$ cat config.mk
export PLATFORM = sky130hd
export DESIGN_NAME = lota_core
export DESIGN_NICKNAME = d
export VERILOG_FILES = /design/src/lota_pkg.sv /design/src/lota_file_ram.sv /design/src/lota_core.sv
export VERILOG_INCLUDE_DIRS = /design/src
export SDC_FILE = /design/constraint.sdc
export NUM_CORES = 1
export LEC_CHECK = 0
export ABC_AREA = 1
export BUFFER_PORTS_ARGS = -buffer_cell sky130_fd_sc_hd__buf_2
export CAP_MARGIN = 40
export CORE_ASPECT_RATIO = 0.5
export CORE_MARGIN = 8
export CORE_UTILIZATION = 35
export CTS_CLUSTER_DIAMETER = 200
export DETAILED_ROUTE_END_ITERATION = 10
export SKIP_CTS_REPAIR_TIMING = 1
export SLEW_MARGIN = 25
export SYNTH_ARGS = -nofsm -noshare
export SYNTH_HDL_FRONTEND = slang
export SYNTH_SLANG_ARGS = --single-unit
$ cat constraint.sdc
create_clock -name clk -period 2.7 [get_ports clk]
set_clock_uncertainty 0.05 [all_clocks]
set_input_delay 0.27 -clock clk [delete_from_list [all_inputs] [get_ports clk]]
set_output_delay 0.27 -clock clk [all_outputs]
set_load 0.05 [all_outputs]
$ cat src/lota_defs.svh
// lota_defs.svh: constants for the logic-op and port-direction datapath slice
// assumes: included by bare name from the package and the datapath modules
`ifndef LOTA_DEFS_SVH
`define LOTA_DEFS_SVH

// ----------------------------------------------------------------------------
// widths and ranges
// ----------------------------------------------------------------------------
`define LOTA_DATA_W      8            // accumulator and operand width
`define LOTA_FADDR_W     5            // file register address width
`define LOTA_FILE_DEPTH  32           // file registers 0 to 31
`define LOTA_LIT_MAX     8'hff        // largest literal, 255

// ----------------------------------------------------------------------------
// destination bit and direction register selectors
// ----------------------------------------------------------------------------
`define LOTA_DEST_ACC    1'h0         // result to the accumulator
`define LOTA_DEST_FILE   1'h1         // result back to the file register
`define LOTA_DIR_SEL_A   5'h06        // first port direction register
`define LOTA_DIR_SEL_B   5'h07        // second port direction register

// ----------------------------------------------------------------------------
// reset values
// ----------------------------------------------------------------------------
`define LOTA_ACC_RST     8'h00        // accumulator after reset
`define LOTA_DIR_RST     8'hff        // direction registers: all inputs
`define LOTA_ZERO_RST    1'h0         // zero flag after reset

`endif

$ cat src/lota_pkg.sv
// lota_pkg.sv: types shared by the datapath slice
// assumes: lota_defs.svh is on the include path
package lota_pkg;
`include "lota_defs.svh"

   // operation codes given by the decoder
   typedef enum logic [2:0] {
      LOTA_OP_NONE        = 3'h0,     // idle cycle, nothing changes
      LOTA_OP_OR_LIT      = 3'h1,     // or_literal_into_acc
      LOTA_OP_XOR_LIT     = 3'h2,     // xor_literal_into_acc
      LOTA_OP_XOR_FILE    = 3'h3,     // xor_acc_with_file
      LOTA_OP_LOAD_DIR    = 3'h4      // load_port_direction
   } lota_op_t;

   // one decoded instruction
   typedef struct packed {
      lota_op_t                   op;     // operation
      logic [`LOTA_DATA_W-1:0]    lit;    // literal operand
      logic [`LOTA_FADDR_W-1:0]   faddr;  // file address or direction selector
      logic                       dest;   // destination bit
   } lota_instr_t;

   // status flag outputs
   typedef struct packed {
      logic zero;                     // zero flag
      logic zero_we;                  // zero flag updated this cycle
   } lota_flags_t;
endpackage

$ cat src/lota_file_ram.sv
// lota_file_ram.sv: 32 x 8 file register memory with registered read data
// assumes: one clock, synchronous active-low reset, one write port
`include "lota_defs.svh"
module lota_file_ram
   import lota_pkg::*;
(
   input  wire logic                      clk,
   input  wire logic                      rst_n,
   input  wire logic [`LOTA_FADDR_W-1:0]  raddr,
   output logic      [`LOTA_DATA_W-1:0]   rdata,
   input  wire logic                      we,
   input  wire logic [`LOTA_FADDR_W-1:0]  waddr,
   input  wire logic [`LOTA_DATA_W-1:0]   wdata
);
   // ---------------------------------------------------------------------------
   // storage
   // ---------------------------------------------------------------------------
   logic [`LOTA_DATA_W-1:0] mem_q [`LOTA_FILE_DEPTH];   // file registers
   logic [`LOTA_DATA_W-1:0] rdata_q;                    // registered read data

   // write port, contents cleared on reset so the first xor reads a known value
   always_ff @(posedge clk) begin
      if (!rst_n) begin
         for (int i = 0; i < `LOTA_FILE_DEPTH; i++) begin
            mem_q[i] <= 8'h00;
         end
      end else if (we) begin
         mem_q[waddr] <= wdata;
      end
   end

   // registered read, old data on a same-address write
   always_ff @(posedge clk) begin
      if (!rst_n) begin
         rdata_q <= 8'h00;
      end else begin
         rdata_q <= mem_q[raddr];
      end
   end

   assign rdata = rdata_q;
endmodule // lota_file_ram

$ cat src/lota_core.sv
// lota_core.sv: logic-op and port-direction datapath slice of an 8-bit core
// assumes: the decoder holds each instruction stable for its cycle and
// drives the file read address one cycle ahead (faddr_next)
//
// Contract
// - or literal into accumulator, update zero
// - xor literal into accumulator, update zero
// - xor accumulator with file register, update zero
// - destination bit picks accumulator or file
// - load direction register 6/7, flags kept
`include "lota_defs.svh"
module lota_core
   import lota_pkg::*;
(
   input  wire logic                      clk,
   input  wire logic                      rst_n,
   input  wire lota_instr_t               instr,
   input  wire logic [`LOTA_FADDR_W-1:0]  faddr_next,
   output logic      [`LOTA_DATA_W-1:0]   acc,
   output lota_flags_t                    flags,
   output logic      [`LOTA_DATA_W-1:0]   dir_a,
   output logic      [`LOTA_DATA_W-1:0]   dir_b,
   output logic      [`LOTA_DATA_W-1:0]   file_rdata
);
   // ---------------------------------------------------------------------------
   // state
   // ---------------------------------------------------------------------------
   logic [`LOTA_DATA_W-1:0] acc_q, acc_d;      // accumulator
   logic                    zero_q, zero_d;    // zero flag
   logic                    zwe_q, zwe_d;      // zero flag update strobe
   logic [`LOTA_DATA_W-1:0] dir_a_q, dir_a_d;  // direction register at 6
   logic [`LOTA_DATA_W-1:0] dir_b_q, dir_b_d;  // direction register at 7
   logic [`LOTA_DATA_W-1:0] fdata;             // addressed file register

   // zero test, used for every flag-affecting result
   function automatic logic is_zero(input logic [`LOTA_DATA_W-1:0] v);
      return (v == 8'h00);
   endfunction

   // ---------------------------------------------------------------------------
   // decode and results
   // ---------------------------------------------------------------------------
   wire is_or_lit   = (instr.op == LOTA_OP_OR_LIT);
   wire is_xor_lit  = (instr.op == LOTA_OP_XOR_LIT);
   wire is_xor_file = (instr.op == LOTA_OP_XOR_FILE);
   wire is_load_dir = (instr.op == LOTA_OP_LOAD_DIR);

   wire [`LOTA_DATA_W-1:0] or_lit_res   = acc_q | instr.lit;
   wire [`LOTA_DATA_W-1:0] xor_lit_res  = acc_q ^ instr.lit;
   wire [`LOTA_DATA_W-1:0] xor_file_res = acc_q ^ fdata;

   // result that drives the zero flag
   wire [`LOTA_DATA_W-1:0] alu_res = is_or_lit  ? or_lit_res  :
                                     is_xor_lit ? xor_lit_res : xor_file_res;
   wire affects_zero = is_or_lit | is_xor_lit | is_xor_file;

   // destination routing of results and direction selector decode
   wire to_file = is_xor_file & (instr.dest == `LOTA_DEST_FILE);
   wire to_acc  = is_or_lit | is_xor_lit |
                  (is_xor_file & (instr.dest == `LOTA_DEST_ACC));
   wire load_a  = is_load_dir & (instr.faddr == `LOTA_DIR_SEL_A);
   wire load_b  = is_load_dir & (instr.faddr == `LOTA_DIR_SEL_B);

   // ---------------------------------------------------------------------------
   // next-state
   // ---------------------------------------------------------------------------
   assign acc_d   = to_acc ? alu_res : acc_q;
   assign zero_d  = affects_zero ? is_zero(alu_res) : zero_q;
   assign zwe_d   = affects_zero;
   assign dir_a_d = load_a ? acc_q : dir_a_q;
   assign dir_b_d = load_b ? acc_q : dir_b_q;

   // register update
   always_ff @(posedge clk) begin
      if (!rst_n) begin
         acc_q   <= `LOTA_ACC_RST;
         zero_q  <= `LOTA_ZERO_RST;
         zwe_q   <= 1'h0;
         dir_a_q <= `LOTA_DIR_RST;
         dir_b_q <= `LOTA_DIR_RST;
      end else begin
         acc_q   <= acc_d;
         zero_q  <= zero_d;
         zwe_q   <= zwe_d;
         dir_a_q <= dir_a_d;
         dir_b_q <= dir_b_d;
      end
   end

   // ---------------------------------------------------------------------------
   // file register memory
   // ---------------------------------------------------------------------------
   lota_file_ram u_file (
      .clk   (clk),
      .rst_n (rst_n),
      .raddr (faddr_next),
      .rdata (fdata),
      .we    (to_file),
      .waddr (instr.faddr),
      .wdata (xor_file_res)
   );

   assign acc          = acc_q;
   assign flags.zero   = zero_q;
   assign flags.zero_we = zwe_q;
   assign dir_a        = dir_a_q;
   assign dir_b        = dir_b_q;
   assign file_rdata   = fdata;
endmodule // lota_core

==> impl_metrics.yaml, run 1 <==
outcome:
  status: "complete, no violations"
cells_and_area:
  final-seq-area_um2: 8370
  nets: 1485
  drive_above_1_share_pct: 13.2
  insertedDiodeCount: 0
  final_area_um2: 15200
  area_growth_pct: 14.4
  nFillCells: 3595
  multiInputGateArea_um2: 4390
grt:
  grt_overflow_total: 0
  grt_usage_pct: 16.0
  grt_pass1_wl_um: 56700
  antenna_found_initial: 0
  grt_pass1_vias: 9694
  grt_max_degree: 92
clocking:
  clk_pin_slew_ps: 70
  clk_latency_ps: 570
  cts_root_buf: "clkbuf_16"
  cts_buffer_depth: 3
  cts_tree: "built"
  numCtsBuffers: 29
  cts.sinks: 290
  htree_num_levels: 1
place:
  placed_area_um2: 14200
  port_buffers: 57
  dp_hpwl_um: 23200
  dp_slack_ps: 273
  gp_congestion: 0.840
floorplanning:
  start_util_pct: 35.5
  core_area_um2: 37300
  chipWidth_um: 291
  ios: 58
  rows: 50
  dieArea_um2: 44800
  fp.dieH_um: 154
timing:
  grt_setup_unrepaired: "false"
  fin_tns_setup_ps: 0
  slew_violations: 0
  maxSlewHeadroom_pct: 42.4
  final.period_utilization_pct: 69.1
  period_needed_ps: 1870
  setup_slack_ps: 834
  fmaxAchievable_mhz: 536
  hold_violations: 0
  worst_pin_slew_ps: 863
  finalSetupViolations: 0
route:
  num_vias: 10200
  drc: 0
  viasPerCell: 5.16
  dr.pass1.iters: 7
  drt_wl_total_um: 37200
  wl_per_cell_um: 18.9
  initialDrtViolationCount: 921
  ant_nets: 0
logic_synthesis:
  synth.most_common_cell: "nand2_1"
  synthCells: 1409
  syn-cell-area_um2: 13300
  yosys.cell_types.count: 28
  synth_edf_count: 256
  synth_top_area_share_pct: 58.0
  async_flop_share_pct: 0
  synth.ff_latch_count: 290
  avgSynthCellArea_um2: 9.41
  synth_flop_cell: "edfxtp_1"
  synth_nets: 1441
  yosysWarnings: 0
  synthTopCellsByCount: "323 x nand2_1, 320 x nor2_1, 256 x edfxtp_1, 138 x nand3_1, 73 x clkbuf_1"
  yosys.area.top_type: "edfxtp_1"
  synth_area_leaders: "edfxtp_1 58%, nand2_1 9.1%, nor2_1 9.1%"
  yosysSeqAreaShare_pct: 63.1
flow_run:
  drv_cap: 0
worst_setup_path:
  cp-end-kind: "register"
  cp_max_fo: 9
  worstPathArrival_ps: 2050
  start_kind: "input port"
  required_ps: 2880
  crit_type: "in2reg"
power:
  peakVddDrop_mv: 0.400
  power_leakage_uw: 0.00598
  powerDensity_nw_per_um2: 677
hold_path:
  holdCritPathClass: "in2reg"
[stage by stage]
step | hold WS [ps] | total power (µW) | util [%] | cells
3_3_place_gp | 410 | 6300 | 38.1 | 1915
4_1_cts | 83.8 | 10300 | 40.6 | 1970
6_report | 111 | 10300 | 40.6 | 1970
5_1_grt | 141 | 10600 | 40.6 | 1970
3_5_place_dp | 410 | 6300 | 38.1 | 1916
2_1_floorplan | 441 | 5840 | - | 1409
[power breakdown]
group          internal [µW]  total (µW)  leakage [µW]  switching, µW
Sequential              5020        5090       0.00291           64.5
Clock                   2350        4060      0.000463           1710
Combinational            248        1130       0.00261            882
Total                   7620       10300       0.00598           2650
[layout make-up]
class | instances | share of cell area, %
clock inverters | 15 | 1.04
flip-flops and latches | 290 | 55.1
clock buffers | 39 | 5.23
repair buffers | 101 | 4.43
well taps | 494 | 4.07
multi-input cells | 984 | 28.9
inverters | 47 | 1.17
[layer usage]
metal	track usage, %	vias up	part of all wire, %
met1	21.9	4875	43
li1	-	4844	-
met3	2.29	53	7.1
met2	26.8	392	48
met4	3.88	0	1.9
met5	0	-	0
[cells by family after synthesis]
logic type | Yosys count | share of synthesized area, %
AOI/OAI and AO/OA | 133 | 5.67
xor gates and xnor gates | 1 | 0.0660
adders and majority gates | 8 | 0.755
buffers and inverters | 135 | 3.97
DFF | 290 | 63.1
and+or+nand+nor | 842 | 26.5
[worst paths after layout]
path	from	endpoint	slack, ps	depth (start not counted)
max	instr[15]	u_file.mem_q[8][6]$_SDFFCE_PN0P_	830	8
min	instr[14]	zwe_q$_SDFF_PN0_	110	3
max reg2reg	acc[5]$_SDFFE_PN0P_	zero_q$_SDFFE_PN0P_	850	11
min reg2reg	dir_a[2]$_SDFFE_PN1P_	dir_a[2]$_SDFFE_PN1P_	430	2
[state kept, by name (all words and copies together), names as in the netlist]
name	count
u_file.rdata	8
acc	8
zero_q	1
dir_b	8
zwe_q	1
dir_a	8
u_file.mem_q	256
[critical path: stages]
cell     delay (ps)
buf_2           110
inv_1            70
nor2_4          200
nand4_1         340
nor3_4          220
buf_4           310
nand2_2         180
nand2_1         320
[cell usage in the layout, fill, tap and decap left out, types with 3 or more instances in the layout]
cell type and n:
o31ai_1 8, ha_1 8, clkbuf_8 3, nand3_1 138
o22ai_1 8, a21oi_1 36, clkbuf_16 29, dfxtp_1 34
clkinv_1 9, nand4_1 3, edfxtp_1 256, clkbuf_1 7
nor2_1 320, buf_2 56, o211ai_1 18, buf_12 4
nand3b_1 4, nor3_1 8, buf_4 40, o21ai_0 54
a31oi_1 9, clkinv_2 4, or2_2 8, nand2_2 36
bufinv_16 3, inv_1 42, nand2_1 319
No activity file was read; power rests on OpenSTA's default activity.
==> inputs of run 2 (changes only) <==
==> constraint.sdc (replaced) <==
create_clock -name clk -period 1.5 [get_ports clk]
set_clock_uncertainty 0.05 [all_clocks]
set_input_delay 0.15 -clock clk [delete_from_list [all_inputs] [get_ports clk]]
set_output_delay 0.15 -clock clk [all_outputs]
set_load 0.05 [all_outputs]
==> run 2 against run 1 <==
Compared with the run above:
- first-iteration DRC count up 18%
- final area up 11%
- register-to-register slack worse by 800 ps
- total power up 83%
- setup slack worse by 810 ps
- worst hold slack worse by 100 ps
- sequential share of layout area down 5.3 points
- routed wire length up 4.6%
- non-clock buffer count up 156
- clock power up 74%
- cell count up 7.8%
- die area unchanged
- largest power group unchanged
==> impl_metrics.yaml, run 2 (same netlist as run 1, synthesis figures left out) <==
outcome:
  status: "complete, no violations"
power:
  peakVddDrop_mv: 0.760
  powerDensity_nw_per_um2: 1120
  power_leakage_uw: 0.00688
timing:
  hold_violations: 0
  final.period_utilization_pct: 98.3
  fin_tns_setup_ps: 0
  maxSlewHeadroom_pct: 79.4
  grt_setup_unrepaired: "true"
  setup_slack_ps: 25.7
  finalSetupViolations: 0
  period_needed_ps: 1470
  worst_pin_slew_ps: 310
  slew_violations: 0
  whs_ps: 7.71
  fmaxAchievable_mhz: 678
cells_and_area:
  area_growth_pct: 26.6
  largest_reg_flops: 256
  final_cell_mix: "318 x nor2_1, 317 x nand2_1, 256 x edfxtp_1, 162 x buf_4, 133 x nand3_1"
  nFillCells: 3500
  nets: 1640
  top_register: "u_file.mem_q"
  final_common_cell: "nor2_1"
  insertedDiodeCount: 0
  drive_above_1_share_pct: 22.2
  final_area_um2: 16800
clocking:
  cts.sinks: 290
  cts_root_buf: "clkbuf_16"
  htree_num_levels: 1
  cts_buffer_depth: 3
  clk_latency_ps: 560
  cts_tree: "built"
  numCtsBuffers: 28
  clk_pin_slew_ps: 70
floorplanning:
  rows: 50
  chipWidth_um: 291
  core_area_um2: 37300
  fp.dieH_um: 154
  dieArea_um2: 44800
  ios: 58
  start_util_pct: 35.5
worst_setup_path:
  required_ps: 1300
  crit_family: "flip-flops"
  crit_type: "reg2out"
  cp_num_buf_inv: 1
  critical_path.max_stage_delay_ps: 420
  cp_slowest_cell: "dfxtp_1"
  worstPathCellList: "buf_2"
  start_kind: "register"
  cp-end-kind: "output pin"
  cp_max_fo: 3
  worstPathArrival_ps: 1270
route:
  routed.top_layer: "met4"
  dr.pass1.iters: 7
  initialDrtViolationCount: 1087
  drt_wl_total_um: 38900
  m1WireLength_um: 16700
  ant_nets: 0
  wl_per_cell_um: 18.3
  viasPerCell: 5.04
  dr_wl_met2_um: 17900
  num_vias: 10700
  dr_wl_met3_um: 3210
  drc: 0
place:
  gp_congestion: 0.893
  placed_area_um2: 15900
  dp_hpwl_um: 26800
  port_buffers: 57
  dp_slack_ps: -300
grt:
  antenna_found_initial: 0
  grt_max_degree: 41
  grt_usage_pct: 17.1
  grt_pass1_vias: 10600
  grt_overflow_total: 0
  grt_pass1_wl_um: 60700
hold_path:
  holdCritPathClass: "in2reg"
flow_run:
  drv_cap: 0
==> run 2: cell count changes in the layout (fill, tap and decap cells not counted), sizes merged <==
cell      before  now
inv           44   42
clkbuf        39   36
clkinvlp       1    0
buf          101  256
clkinv        14   18
==> run 2: power breakdown <==
| part | switching [µW] | leakage (µW) | internal [µW] |
|---|---|---|---|
| registers | 108 | 0.00291 | 9040 |
| clock network | 3040 | 0.000437 | 4020 |
| logic | 1700 | 0.00354 | 880 |
==> run 2: per-layer routing <==
layer | global-route usage, % | vias to the layer above
met2 | 27.6 | 393
met4 | 4.94 | 0
li1 | - | 5139
met1 | 23.3 | 5099
met5 | 0 | -
met3 | 3.56 | 69
==> run 2: final cells by class <==
cell class / instances / area, µm² / share of cell area (%)
sequential: 290 / 8370 / 49.8
multi-input combinational: 984 / 4450 / 26.5
timing repair buffer: 257 / 2280 / 13.6
clock buffer: 35 / 748 / 4.45
tap: 494 / 618 / 3.68
inverter: 47 / 185 / 1.10
clock inverter: 16 / 144 / 0.857
==> run 2: final timing paths <==
| kind | from | end | slack (ps) | cells past startpoint |
|---|---|---|---|---|
| worst max-delay path | u_file.rdata[6]$_SDFF_PN0_ | file_rdata[6] | 30 | 1 |
| worst min-delay path | faddr_next[4] | u_file.rdata[6]$_SDFF_PN0_ | 8 | 4 |
| worst max register to register | acc[0]$_SDFFE_PN0P_ | zero_q$_SDFFE_PN0P_ | 50 | 10 |
| worst min register to register | dir_b[7]$_SDFFE_PN1P_ | dir_b[7]$_SDFFE_PN1P_ | 420 | 2 |
==> run 2: worst reg2reg max path, stage by stage, from the launching register on <==
cell and delay [ps]:
dfxtp_1 330, inv_1 70, ha_1 270, nand3b_1 160, nand3_2 70, nand2_1 50
nor2_1 80, nand2_1 60, nor2_2 120, nor2_1 50, nor2_1 70
==> run 2: through the flow <==
stage	power, µW	cells	util [%]
floorplan	10500	1409	-
global placement	11800	2072	42.4
detailed placement	11900	2072	42.4
CTS	18800	2123	44.8
global route	19400	2123	45.0
finish	18800	2123	45.0
==> inputs of run 3 (changes only) <==
--- a/config.mk
+++ b/config.mk
@@ -6,7 +6,6 @@
 export SDC_FILE = /design/constraint.sdc
 export NUM_CORES = 1
 export LEC_CHECK = 0
-export ABC_AREA = 1
 export BUFFER_PORTS_ARGS = -buffer_cell sky130_fd_sc_hd__buf_2
 export CAP_MARGIN = 40
 export CORE_ASPECT_RATIO = 0.5
@@ -14,6 +13,7 @@
 export CORE_UTILIZATION = 35
 export CTS_CLUSTER_DIAMETER = 200
 export DETAILED_ROUTE_END_ITERATION = 10
+export MAX_ROUTING_LAYER = met4
 export SKIP_CTS_REPAIR_TIMING = 1
 export SLEW_MARGIN = 25
 export SYNTH_ARGS = -nofsm -noshare
==> run 3 against run 2 <==
Compared with the run above:
- the flow now finishes with violations (hold timing, setup timing)
- cell count shrank 22%
- clock power shrank 2%
- register-to-register slack lost 260 ps
- final area shrank 2.7%
==> impl_metrics.yaml, run 3 <==
outcome:
  status: "finished, violations left"
  violations: "hold timing, setup timing"
route:
  num_vias: 8665
  wl_per_cell_um: 21.4
  dr.pass1.iters: 5
  drt_wl_total_um: 35200
  initialDrtViolationCount: 774
  viasPerCell: 5.25
  ant_nets: 0
  drc: 0
floorplanning:
  fp.dieH_um: 151
  chipWidth_um: 287
  rows: 49
  dieArea_um2: 43400
  start_util_pct: 35.6
  ios: 58
  core_area_um2: 36000
clocking:
  numCtsBuffers: 28
  clk_pin_slew_ps: 60
  cts_tree: "built"
  cts_root_buf: "clkbuf_16"
  htree_num_levels: 1
  cts.sinks: 290
  clk_latency_ps: 550
  cts_buffer_depth: 3
flow_run:
  drv_cap: 0
worst_setup_path:
  crit_type: "reg2reg"
  cp-end-kind: "register"
  start_kind: "register"
  worstPathCellList: "inv_4, ha_4, a2bb2oi_2, nor2_1, or4_4, o32ai_2"
  cp_max_fo: 2
  critical_path.max_stage_delay_ps: 560
  required_ps: 1920
  worstPathArrival_ps: 2120
  cp_slowest_cell: "or4_4"
power:
  peakVddDrop_mv: 0.840
  power_leakage_uw: 0.00596
  powerDensity_nw_per_um2: 1140
cells_and_area:
  final-seq-area_um2: 8400
  multiInputGateArea_um2: 4640
  final_cells: 1650
  insertedDiodeCount: 0
  final_common_cell: "nor2_1"
  drive_above_1_share_pct: 36.2
  nFillCells: 3169
  nets: 1176
  largest_reg_flops: 256
  final_cell_mix: "282 x nor2_1, 256 x edfxtp_1, 130 x buf_4, 64 x mux4_2, 47 x nand2_1"
  area_growth_pct: 27.3
  top_register: "u_file.mem_q"
grt:
  grt_pass1_wl_um: 53100
  grt_pass1_vias: 8628
  antenna_found_initial: 0
  grt_max_degree: 33
  grt_overflow_total: 0
  grt_usage_pct: 16.6
logic_synthesis:
  async_flop_share_pct: 0
  synth-adder-area-share_pct: 0.780
  synth_xor_area_share_pct: 0.614
  yosysSeqAreaShare_pct: 65.2
  synth_top_family_by_area: "simple AND/OR/NAND/NOR gates"
  synthCells: 969
  avgSynthCellArea_um2: 13.2
  synthTopCellsByCount: "285 x nor2_1, 256 x edfxtp_1, 77 x nand2_1, 64 x mux4_2, 48 x clkbuf_1"
  synth_edf_count: 256
  synth_nets: 1001
  synth.most_common_cell: "nor2_1"
  yosys.cell_types.count: 48
  synth_mux_area_share_pct: 13.3
  synth_flop_cell: "edfxtp_1"
  syn-cell-area_um2: 12800
  synth_area_leaders: "edfxtp_1 60%, mux4_2 11%, nor2_1 8.3%"
  yosys.area_share.simple_pct: 13.4
  synth.ff_latch_count: 290
  yosysWarnings: 0
  synth_compound_area_share_pct: 4.05
  synth_top_area_share_pct: 59.9
  yosys.area.top_type: "edfxtp_1"
timing:
  period_needed_ps: 1710
  slew_violations: 0
  finalSetupViolations: 10
  setup_slack_ps: -205
  maxSlewHeadroom_pct: 55.5
  fmaxAchievable_mhz: 586
  fin_tns_setup_ps: -1110
  whs_ps: -3.09
  final.period_utilization_pct: 114
  grt_setup_unrepaired: "true"
  hold_violations: 1
  worst_pin_slew_ps: 666
hold_path:
  holdCritPathClass: "in2reg"
place:
  gp_congestion: 0.867
  dp_slack_ps: -450
  dp_cells: 1596
  dp_hpwl_um: 25000
  port_buffers: 57
[run 3: cell types whose count changed in the layout (fill, tap and decap cells not counted), sizes merged, moves of 28 or more]
cell   delta
buf      -56
nand2   -274
a21oi    -28
nand3   -132
nor2     -37
mux4     +64
[run 3: cell families (layout without fill, tap and decap cells)]
family / count (synthesis) / count (layout)
AND/OR/NAND/NOR: 416 / 416
flip-flops: 290 / 290
multiplexers: 89 / 89
buffers and inverters: 81 / 278
AO/OA/AOI/OAI: 76 / 76
XOR/XNOR: 9 / 9
adder cells (fa/ha/maj): 8 / 8
[run 3: where the power goes]
| part | switching, µW | internal, µW | total, µW |
|---|---|---|---|
| clock | 3030 | 3870 | 6890 |
| combinational | 1510 | 960 | 2470 |
| sequential | 155 | 9030 | 9190 |
[run 3: metrics by stage]
stage               util [%]  hold slack (ps)  total power, µW  cell area [µm²]
global route            45.3             19.0            19100            16300
finish                  45.3            -3.09            18600            16300
CTS                     44.6            -76.0            18500            16100
global placement        42.1              397            11700            15200
detailed placement      42.2              411            11700            15200
floorplan                  -              247            10600            13200
[run 3: critical path: cells and delay by family, from the launching register on]
family / cells / cell delay, ps
compound gates: 2 / 360
fa+ha+maj: 1 / 200
buf+inv: 1 / 40
flops: 1 / 350
simple gates: 2 / 620
[run 3: metal layers]
| layer | vias to the layer above | share of wire [%] | GRT usage (%) |
|---|---|---|---|
| li1 | 3875 | - | - |
| met1 | 4429 | 43 | 21.7 |
| met2 | 313 | 48 | 27.4 |
| met3 | 48 | 6.5 | 2.34 |
| met4 | 0 | 2.2 | 3.86 |
| met5 | - | 0 | - |
[run 3: path summary, 6_finish.rpt]
kind | start | endpoint | slack (ps) | cells past startpoint
hold / removal | instr[15] | zwe_q$_SDFF_PN0_ | -3 | 4
hold reg to reg | dir_a[3]$_SDFFE_PN1P_ | dir_a[3]$_SDFFE_PN1P_ | 430 | 2
setup / recovery | acc[6]$_SDFFE_PN0P_ | zero_q$_SDFFE_PN0P_ | -210 | 6
setup reg to reg | acc[6]$_SDFFE_PN0P_ | zero_q$_SDFFE_PN0P_ | -210 | 6
[run 3: cell type report]
| class | instances | share of cell area, % |
|---|---|---|
| Inverter | 19 | 0.467 |
| Timing Repair Buffer | 207 | 10.6 |
| Tap cell | 484 | 3.71 |
| Sequential cell | 290 | 51.4 |
| Clock inverter | 18 | 0.850 |
| Clock buffer | 34 | 4.56 |
| Multi-Input combinational cell | 598 | 28.4 |
